[config.mk]
export PLATFORM = sky130hd
export DESIGN_NAME = motor_bridge_output_control
export DESIGN_NICKNAME = d
export VERILOG_FILES = /design/src/verilog/motor_bridge_pkg.sv /design/src/verilog/motor_bridge_output_control.sv
export SDC_FILE = /design/constraint.sdc
export NUM_CORES = 1
export LEC_CHECK = 0
export BUFFER_PORTS_ARGS = -buffer_cell sky130_fd_sc_hd__clkbuf_2
export CORE_ASPECT_RATIO = 0.7
export CORE_MARGIN = 4
export CORE_UTILIZATION = 43
export CTS_CLUSTER_SIZE = 8
export DETAILED_ROUTE_END_ITERATION = 10
export PLACE_DENSITY_LB_ADDON = 0.12
export SETUP_SLACK_MARGIN = 0.02
export SYNTH_ARGS = -nofsm -noshare
export SYNTH_HDL_FRONTEND = slang
export SYNTH_SLANG_ARGS = --single-unit
[constraint.sdc]
create_clock -name clk -period 3 [get_ports clk]
set_input_delay 0.15 -clock clk [delete_from_list [all_inputs] [get_ports clk]]
set_output_delay 0.15 -clock clk [all_outputs]
set_load 0.005 [all_outputs]
[src/verilog/motor_bridge_pkg.sv]
// Types, constants and helper functions of the motor bridge output control
package motor_bridge_pkg;
  typedef enum logic [2:0] {
    MODE_LOW, MODE_HIGH, MODE_FLOAT, MODE_PWM_HL, MODE_PWM_FL, MODE_PWM_HF
  } mode_t;

  typedef struct packed {
    mode_t mode_p;
    mode_t mode_n;
    logic ext_src;
    logic [7:0] duty;
    logic [1:0] oc_off;
  } bridge_cfg_t;

  typedef struct packed {
    logic fast_decay;
    logic [1:0] off_sel;
    logic [1:0] blank_sel;
    logic [3:0] vref;
    logic dir;
    logic half_step;
    logic clk_from_aux;
  } stepper_cfg_t;

  typedef struct packed {
    logic [7:0] base;
    logic [7:0] high;
    logic [7:0] low;
    logic to_pin;
  } aux_pwm_cfg_t;

  typedef struct packed {
    logic enable;
    logic [7:0] duty;
    logic [3:0] vref;
  } switcher_cfg_t;

  typedef struct packed {
    logic enable;
    logic [5:0] code;
    logic [1:0] lsb_sel;
    logic [1:0] fs_sel;
  } dac_cfg_t;

  localparam int BRIDGES = 4;
  localparam int CLK_NS = 25;
  localparam int OFF_UNIT_NS = 1000;
  localparam int OFF_UNIT_CYC = (OFF_UNIT_NS + CLK_NS - 1) / CLK_NS;
  localparam int BLANK_UNIT_NS = 250;
  localparam int BLANK_UNIT_CYC = (BLANK_UNIT_NS + CLK_NS - 1) / CLK_NS;
  localparam logic [7:0] DUTY_RESET = 8'h00;

  // Off or blank time in cycles: (select + 1) units
  function automatic logic [7:0] unit_cycles(logic [1:0] sel, int unit);
    unit_cycles = 8'((int'(sel) + 1) * unit);
  endfunction : unit_cycles

  // Half-bridge switch request {high, low} for a mode and PWM phase
  function automatic logic [1:0] half_drive(mode_t m, logic ph);
    unique case (m)
      MODE_LOW: half_drive = 2'b01;
      MODE_HIGH: half_drive = 2'b10;
      MODE_FLOAT: half_drive = 2'b00;
      MODE_PWM_HL: half_drive = ph ? 2'b10 : 2'b01;
      MODE_PWM_FL: half_drive = ph ? 2'b00 : 2'b01;
      MODE_PWM_HF: half_drive = ph ? 2'b10 : 2'b00;
      default: half_drive = 2'b00;
    endcase
  endfunction : half_drive

  // Half-step coil current {on, positive} for position and coil
  function automatic logic [1:0] step_phase(logic [2:0] pos, logic coil);
    logic [2:0] p;
    p = coil ? 3'(pos - 3'h2) : pos;
    unique case (p)
      3'h0, 3'h1, 3'h7: step_phase = 2'b11;
      3'h3, 3'h4, 3'h5: step_phase = 2'b10;
      default: step_phase = 2'b00;
    endcase
  endfunction : step_phase
endpackage : motor_bridge_pkg

[src/verilog/motor_bridge_output_control.sv]
// Bridge output control, stepper sequencer, aux PWM, switcher and DAC enables
`timescale 1ns/1ps
//
// Function
// - Bridge outputs float after reset until their pair is enabled.
// - Each half-bridge offers low, high, float and three PWM alternating modes.
// - Bridge PWM comes from the internal generator or an external input, duty set.
// - Bridges 1-2 take an overcurrent level, all bridges a selectable off-time.
// - With bridges 1-2 paralleled, both follow bridge 1 logic.
// - With bridges 3-4 paralleled, both follow bridge 3 logic.
// - Duty resets to zero; the host enables the pair then sets a nonzero duty.
// - The stepper controller takes all four halves of bridges 3-4 when selected.
// - Each rising edge of the step clock, from the step clock pin or aux PWM, advances the sequence.
// - Aux PWM 3 has programmable high, low and base times and can reach a pin.
// - The switcher controller is off until enabled, duty and reference set.
// - The 6-bit current sink DAC sinks on its pin only while enabled.
// - Low power floats all bridges and freezes the PWM, aux PWM and overcurrent off-time counters.
module motor_bridge_output_control #(
  parameter int OC_LEVEL_W = 4
) (
  input wire logic clk,
  input wire logic nrst,
  input wire logic [1:0] pair_en,
  input wire logic parallel_12,
  input wire logic parallel_34,
  input wire logic stepper_sel,
  input wire logic low_power,
  input wire motor_bridge_pkg::bridge_cfg_t [3:0] bridge_cfg,
  input wire logic [3:0] ext_pwm,
  input wire logic [3:0] oc_trip,
  input wire logic [1:0][OC_LEVEL_W-1:0] oc_level_set,
  input wire motor_bridge_pkg::stepper_cfg_t stepper_cfg,
  input wire logic [1:0] stepper_sense,
  input wire logic step_clock_pin,
  input wire motor_bridge_pkg::aux_pwm_cfg_t aux_cfg,
  input wire motor_bridge_pkg::switcher_cfg_t switcher_cfg,
  input wire motor_bridge_pkg::dac_cfg_t dac_cfg,
  output logic [7:0] hs_on,
  output logic [7:0] ls_on,
  output logic [1:0][OC_LEVEL_W-1:0] oc_level,
  output logic [3:0] stepper_vref,
  output logic timed_auxiliary_pwm_button,
  output logic aux_pin_oe,
  output logic switcher_controller_output,
  output logic [3:0] switcher_vref,
  output logic dac_sink_pin_enable,
  output logic [5:0] dac_code,
  output logic [1:0] dac_lsb_sel,
  output logic [1:0] dac_fs_sel
);
  if (OC_LEVEL_W < 1) begin : g_bad_width
    $error("OC_LEVEL_W must be at least 1");
  end

  logic [7:0] pwm_cnt, next_pwm_cnt;
  logic step_prev, next_step_prev;
  logic [2:0] pos, next_pos;
  logic [7:0] presc, next_presc, pc, next_pc;
  logic next_aux;
  logic [7:0] next_hs, next_ls, want_hs, want_ls, en_mask;
  logic [3:0] ph;
  logic [3:0] oc_busy;
  logic step_src, step_rise, tick, last;

  // Step clock source and edge detect
  assign step_src = stepper_cfg.clk_from_aux ? timed_auxiliary_pwm_button : step_clock_pin;
  assign step_rise = step_src & ~step_prev;
  assign tick = presc >= aux_cfg.base;

  for (genvar i = 0; i < motor_bridge_pkg::BRIDGES; i++) begin : g_bridge
    localparam int P = i - (i % 2);
    localparam int Q = P + 1;
    logic [7:0] duty, next_duty, oc_cnt, next_oc_cnt;
    logic use_p, pair_on;
    motor_bridge_pkg::bridge_cfg_t sc;
    logic sph, soff;

    assign pair_on = (i < 2) ? parallel_12 : parallel_34;
    assign use_p = pair_on && (i != P);
    assign en_mask[2*i+1:2*i] = {2{pair_en[i/2] & ~low_power}};
    // Internal or external PWM phase
    assign ph[i] = bridge_cfg[i].ext_src ? ext_pwm[i] : (pwm_cnt < duty);
    assign oc_busy[i] = oc_cnt != 8'h00;

    // Duty capture and overcurrent off-time, a new trip reloads
    always_comb begin
      next_duty = bridge_cfg[i].duty;
      next_oc_cnt = oc_cnt;
      if (oc_trip[i]) begin
        next_oc_cnt = motor_bridge_pkg::unit_cycles(bridge_cfg[i].oc_off,
          motor_bridge_pkg::OFF_UNIT_CYC);
      end else if (oc_busy[i] && !low_power) begin
        next_oc_cnt = oc_cnt - 8'h01;
      end
    end
    always_ff @(posedge clk) begin
      if (!nrst) begin
        duty <= motor_bridge_pkg::DUTY_RESET;
        oc_cnt <= 8'h00;
      end else begin
        duty <= next_duty;
        oc_cnt <= next_oc_cnt;
      end
    end

    // Paired bridge follows its leader's config and phase; off-time protection is shared by the pair
    assign sc = use_p ? bridge_cfg[P] : bridge_cfg[i];
    assign sph = use_p ? ph[P] : ph[i];
    // Paired bridges both float while either one sits in its off-time
    assign soff = pair_on ? (oc_busy[P] | oc_busy[Q]) : oc_busy[i];

    if (i >= 2) begin : g_step
      localparam logic C = 1'(i - 2);
      logic chop_off, next_chop_off;
      logic [7:0] tmr, next_tmr;
      logic [1:0] sp;
      // Chopper: blank after a step, trip on sense, then decay off-time
      always_comb begin
        next_chop_off = chop_off;
        next_tmr = tmr;
        if (step_rise) begin
          next_chop_off = 1'b0;
          next_tmr = motor_bridge_pkg::unit_cycles(stepper_cfg.blank_sel,
            motor_bridge_pkg::BLANK_UNIT_CYC);
        end else if (tmr != 8'h00) begin
          next_tmr = tmr - 8'h01;
        end else if (chop_off) begin
          next_chop_off = 1'b0;
          next_tmr = motor_bridge_pkg::unit_cycles(stepper_cfg.blank_sel,
            motor_bridge_pkg::BLANK_UNIT_CYC);
        end else if (stepper_sense[C]) begin
          next_chop_off = 1'b1;
          next_tmr = motor_bridge_pkg::unit_cycles(stepper_cfg.off_sel,
            motor_bridge_pkg::OFF_UNIT_CYC);
        end
      end
      always_ff @(posedge clk) begin
        if (!nrst) begin
          chop_off <= 1'b0;
          tmr <= 8'h00;
        end else begin
          chop_off <= next_chop_off;
          tmr <= next_tmr;
        end
      end
      assign sp = motor_bridge_pkg::step_phase(pos, C);
      // Stepper owns both halves of bridges 3 and 4 when selected
      always_comb begin
        if (stepper_sel) begin
          if (chop_off) begin
            {want_hs[2*i], want_ls[2*i]} = stepper_cfg.fast_decay ? 2'b00 : 2'b01;
            {want_hs[2*i+1], want_ls[2*i+1]} = stepper_cfg.fast_decay ? 2'b00 : 2'b01;
          end else begin
            {want_hs[2*i], want_ls[2*i]} = sp[1] ? (sp[0] ? 2'b10 : 2'b01) : 2'b00;
            {want_hs[2*i+1], want_ls[2*i+1]} = sp[1] ? (sp[0] ? 2'b01 : 2'b10) : 2'b00;
          end
        end else begin
          {want_hs[2*i], want_ls[2*i]} = soff ? 2'b00 :
            motor_bridge_pkg::half_drive(sc.mode_p, sph);
          {want_hs[2*i+1], want_ls[2*i+1]} = soff ? 2'b00 :
            motor_bridge_pkg::half_drive(sc.mode_n, sph);
        end
      end
    end else begin : g_dc
      // Plain DC bridge drive, forced off during overcurrent off-time
      always_comb begin
        {want_hs[2*i], want_ls[2*i]} = soff ? 2'b00 :
          motor_bridge_pkg::half_drive(sc.mode_p, sph);
        {want_hs[2*i+1], want_ls[2*i+1]} = soff ? 2'b00 :
          motor_bridge_pkg::half_drive(sc.mode_n, sph);
      end
    end
  end

  // Next values of shared timing, stepper, aux PWM and drive
  always_comb begin
    next_pwm_cnt = low_power ? pwm_cnt : 8'(pwm_cnt + 8'h01);
    next_step_prev = step_src;
    next_pos = pos;
    if (stepper_sel && step_rise) begin
      next_pos = stepper_cfg.dir ? 3'(pos - {~stepper_cfg.half_step, stepper_cfg.half_step})
                                 : 3'(pos + {~stepper_cfg.half_step, stepper_cfg.half_step});
    end
    next_presc = tick ? 8'h00 : 8'(presc + 8'h01);
    last = ({1'b0, pc} + 9'h001) >= {1'b0, (timed_auxiliary_pwm_button ? aux_cfg.high
                                                                     : aux_cfg.low)};
    next_pc = pc;
    next_aux = timed_auxiliary_pwm_button;
    if (tick) begin
      next_pc = last ? 8'h00 : 8'(pc + 8'h01);
      next_aux = last ? ~timed_auxiliary_pwm_button : timed_auxiliary_pwm_button;
    end
    if (low_power) begin
      next_presc = presc;
      next_pc = pc;
      next_aux = timed_auxiliary_pwm_button;
    end
    // Break before make: a switch turns on only once its partner was off
    next_hs = want_hs & en_mask & ~ls_on;
    next_ls = want_ls & en_mask & ~hs_on;
  end

  always_ff @(posedge clk) begin
    if (!nrst) begin
      pwm_cnt <= 8'h00;
      step_prev <= 1'b0;
      pos <= 3'h0;
      presc <= 8'h00;
      pc <= 8'h00;
      timed_auxiliary_pwm_button <= 1'b0;
      aux_pin_oe <= 1'b0;
      hs_on <= 8'h00;
      ls_on <= 8'h00;
      oc_level <= '0;
      stepper_vref <= 4'h0;
      switcher_controller_output <= 1'b0;
      switcher_vref <= 4'h0;
      dac_sink_pin_enable <= 1'b0;
      dac_code <= 6'h00;
      dac_lsb_sel <= 2'h0;
      dac_fs_sel <= 2'h0;
    end else begin
      pwm_cnt <= next_pwm_cnt;
      step_prev <= next_step_prev;
      pos <= next_pos;
      presc <= next_presc;
      pc <= next_pc;
      timed_auxiliary_pwm_button <= next_aux;
      aux_pin_oe <= aux_cfg.to_pin;
      hs_on <= next_hs;
      ls_on <= next_ls;
      oc_level <= oc_level_set;
      stepper_vref <= stepper_cfg.vref;
      switcher_controller_output <= switcher_cfg.enable & ~low_power &
        (pwm_cnt < switcher_cfg.duty);
      switcher_vref <= switcher_cfg.vref;
      dac_sink_pin_enable <= dac_cfg.enable & ~low_power;
      dac_code <= dac_cfg.code;
      dac_lsb_sel <= dac_cfg.lsb_sel;
      dac_fs_sel <= dac_cfg.fs_sel;
    end
  end

  // Checks on the drive, sequencing and enables
  float_till_en_a: assert property (@(posedge clk) disable iff (!nrst)
    !pair_en[0] |=> (hs_on[3:0] | ls_on[3:0]) == 4'h0) else $error("pair 1-2 drives disabled");
  static_high_a: assert property (@(posedge clk) disable iff (!nrst)
    (pair_en[0] && !low_power && !parallel_12 && !oc_busy[0] &&
     bridge_cfg[0].mode_p == motor_bridge_pkg::MODE_HIGH)[*2] |=> hs_on[0] && !ls_on[0])
    else $error("static high not driven");
  ext_src_a: assert property (@(posedge clk) disable iff (!nrst)
    bridge_cfg[0].ext_src |-> ph[0] == ext_pwm[0]) else $error("external PWM not used");
  oc_off_a: assert property (@(posedge clk) disable iff (!nrst)
    oc_trip[0] |-> ##2 (hs_on[1:0] | ls_on[1:0]) == 2'h0)
    else $error("overcurrent did not float bridge");
  pair_follow_a: assert property (@(posedge clk) disable iff (!nrst)
    parallel_12 |-> want_hs[3:2] == want_hs[1:0] && want_ls[3:2] == want_ls[1:0])
    else $error("bridge 2 not following bridge 1");
  pair34_follow_a: assert property (@(posedge clk) disable iff (!nrst)
    parallel_34 && !stepper_sel |-> want_hs[7:6] == want_hs[5:4])
    else $error("bridge 4 not following bridge 3");
  duty_zero_a: assert property (@(posedge clk) disable iff (!nrst)
    $rose(nrst) |-> g_bridge[0].duty == 8'h00) else $error("duty not reset");
  stepper_take_a: assert property (@(posedge clk) disable iff (!nrst)
    stepper_sel && pos == 3'h0 && !g_bridge[2].g_step.chop_off |->
    want_hs[4] && want_ls[5]) else $error("stepper not driving bridge 3");
  step_adv_a: assert property (@(posedge clk) disable iff (!nrst)
    stepper_sel && step_rise |=> pos != $past(pos)) else $error("step edge ignored");
  aux_high_a: assert property (@(posedge clk) disable iff (!nrst)
    !low_power && tick && timed_auxiliary_pwm_button && last |=> !timed_auxiliary_pwm_button)
    else $error("aux PWM high time overrun");
  sw_off_a: assert property (@(posedge clk) disable iff (!nrst)
    !switcher_cfg.enable |=> !switcher_controller_output) else $error("switcher on unbidden");
  dac_gate_a: assert property (@(posedge clk) disable iff (!nrst)
    !dac_cfg.enable |=> !dac_sink_pin_enable) else $error("DAC sinks while disabled");
  low_power_a: assert property (@(posedge clk) disable iff (!nrst)
    low_power |=> (hs_on | ls_on) == 8'h00 && pwm_cnt == $past(pwm_cnt))
    else $error("low power not honoured");
  no_shoot_a: assert property (@(posedge clk) disable iff (!nrst)
    (hs_on & ls_on) == 8'h00) else $error("shoot-through");

  step_cover_c: cover property (@(posedge clk) disable iff (!nrst) stepper_sel && step_rise);
  pair_cover_c: cover property (@(posedge clk) disable iff (!nrst) parallel_12 && hs_on[2]);
  oc_cover_c: cover property (@(posedge clk) disable iff (!nrst) oc_trip[0] && pair_en[0]);
  aux_cover_c: cover property (@(posedge clk) disable iff (!nrst)
    $rose(timed_auxiliary_pwm_button));
endmodule : motor_bridge_output_control

==> flow_summary.ini <==
[run_status]
outcome = completed

[grt]
grt_pass1_wl_mm = 35.4
grt_usage_pct = 19.6
grt_overflow_total = 0
grt_max_degree = 84
antenna_found_initial = 0
grt_pass1_vias = 7222

[yosys]
syn_area_um2 = 8340
syn_nets = 1196
synth_top_flop_cell = dfxtp_1
yosys.cell_count.top_type = dfxtp_1
synthArstFlopShare_pct = 0
yosysUniqueCellTypes = 61
avgSynthCellArea_um2 = 8.66
synth_largest_area_cell = dfxtp_1
synth_edf_count = 0
yosys-top-cells-count = 156 x dfxtp_1, 90 x inv_1, 84 x nor2_1
synth_top_area_share_pct = 37.5
netlist_instances = 963
synth_seq_cells = 156
synth_area_leaders = dfxtp_1 37%, ha_1 11%, and2_1 4.7%
yosysWarningCount = 0
synth.yosys.seq_area_share_pct = 37.5

[timing]
maxSlewViolCount = 0
worst_pin_slew_ns = 0.817
finalHoldViolations = 0
period_minus_slack_ns = 2.76
finClkSkew_ns = 0.0123
fin_tns_setup_ns = 0
worst_slack_ns = 0.238
max_freq_ghz = 0.362
max_slew_margin_pct = 44.8
setup_violations = 0
final.period_utilization_pct = 92.1
rsz0062_at_grt = false

[route]
drt_iter0_markers = 534
firstDrtPassIters = 6
drc = 0
drtAntennaViolNets = 0
wl_per_cell_um = 14.1
via_per_inst = 4.90
finalWirelength_mm = 21.4
vias = 7410

[power]
powerDensity_nw_per_um2 = 559
p_leak_uw = 0.00505
vdd_drop_max_uv = 388
total_power_uw = 6120

[critical_path]
end_kind = flop
crit_family = compound AO/OA/AOI/OAI gates
max_stage_delay_ns = 0.41
critPathKind = reg -> reg
path_cells = ha_4 > and3_2 > a31oi_1 > or2_2 > ha_1 > a21oi_1 > and3_1 > o21ai_0 > a221oi_1 > buf_4 > buf_4 > o2111ai_1 > o21ai_0
worst_path_max_delay_cell = dfxtp_1
worstPathBufferInverterCount = 2
critPathMaxFanout = 8
required_ns = 3.35
startpoint_type = flop
crit_arrival_ns = 3.11

[clock_network]
cts_tree = built
clockBufferDepth = 2
cts_root_buf = clkbuf_16
insertion_delay_ns = 0.43
cts_made_buffers = 17
clkTransAtPathRegs_ns = 0.07
htreeDepth = 4
clock-sinks = 156

[cells_and_area]
nets = 1468
drive_gt1_share_pct = 21.3
insertedDiodeCount = 0
area_growth_pct = 31.4
fin_cells = 1512
finish.utilization_pct = 57.7

[hold_path]
hold_path.class = in -> reg

[floorplanning]
pin_count = 202
die_w_um = 174
die_h_um = 124
rows = 42
start_util_pct = 43.9
dieArea_um2 = 21700
coreArea_um2 = 19000

[placement]
gp_congestion = 0.819
place_ws_ns = 0.136
dp_hpwl_mm = 15.6
dp.cells = 1410
portBuffers = 201

[run]
drv_cap = 0
[placed cells by master, fill, tap and decap left out, drive strengths merged, types with 7 or more instances in the layout]
cell type      n
nor2          84
nand3b        15
nand2b        12
nor3          13
ha            76
a31oi          8
a211o          7
buf           12
xnor2         27
nand4          8
mux2i         19
clkbuf       218
xor2          28
and2          62
nor2b         10
nand3         17
dlygate4sd3   69
o21ai         32
inv          101
o31ai          8
nand2         73
dfxtp        156
and3          10
o211ai         9
nor4          10
a21oi         47
a211oi        27
[routing by layer]
| layer | global-route usage (%) | part of all wire, % | up-vias |
|---|---|---|---|
| li1 | - | - | 3903 |
| met1 | 29.3 | 53 | 3300 |
| met2 | 29.0 | 41 | 192 |
| met3 | 4.13 | 4.7 | 15 |
| met4 | 4.42 | 0.82 | 0 |
| met5 | 0 | 0 | - |
[power breakdown]
part           internal (uW)  switching [uW]
combinational            748             772
clock                   1130            1040
sequential              2260             169
total                   4140            1980
[logic make-up after synthesis]
group           after synthesis  share of synthesized area [%]
fa+ha+maj                    82                           12.2
xor+xnor                     55                           5.78
simple gates                342                           21.3
compound gates              183                           14.8
buf+inv                     120                           5.42
mux                          25                           3.09
flops                       156                           37.5
[worst paths after layout]
kind	to	depth (start not counted)	slack [ns]	start
min	step_prev$_SDFF_PN0_	3	0.03	stepper_cfg[0]
max	pc[6]$_SDFFE_PN0P_	13	0.24	pc[1]$_SDFFE_PN0P_
max reg2reg	pc[6]$_SDFFE_PN0P_	13	0.24	pc[1]$_SDFFE_PN0P_
min reg2reg	hs_on[0]$_SDFF_PN0_	1	0.42	ls_on[0]$_SDFF_PN0_
[per-stage QoR]
| stage | hold slack [ns] | cell area [um2] |
|---|---|---|
| final | 0.0280 | 11000 |
| after global routing | 0.0181 | 11000 |
| after CTS | 0.00788 | 10900 |
| after detailed placement | 0.359 | 9650 |
| after global placement | 0.356 | 9650 |
| after floorplan | 0.245 | 8340 |
[flip-flops by register name, indices dropped and copies added, names as in the netlist, 3 cells and up]
name	flops
hs_on	8
switcher_vref	4
g_bridge.duty	32
pos	3
pwm_cnt	8
stepper_vref	4
dac_code	6
oc_level	8
presc	8
pc	8
g_bridge.oc_cnt	32
g_bridge.g_step.tmr	16
ls_on	8
[what timing repair did]
item / CTS / global route
gates resized for setup: 0 / 4
hold endpoints to repair: 66 / 0
endpoints found under the setup margin: 0 / 6
setup buffers: 0 / 1
hold buffers: 69 / 0
[final cells by class]
type	instances	area, um2
clock buffers	17	425
clock inverters	15	168
multi-input cells	687	4780
well taps	264	330
flip-flops and latches	156	3120
fillers	1761	8020
repair buffers	282	1790
inverters	91	342
[worst min-delay path: stages]
cell and delay [ns]:
clkbuf_2 0.09, mux2i_1 0.09, nor2_1 0.09
Power figures use the tool's default switching activity.
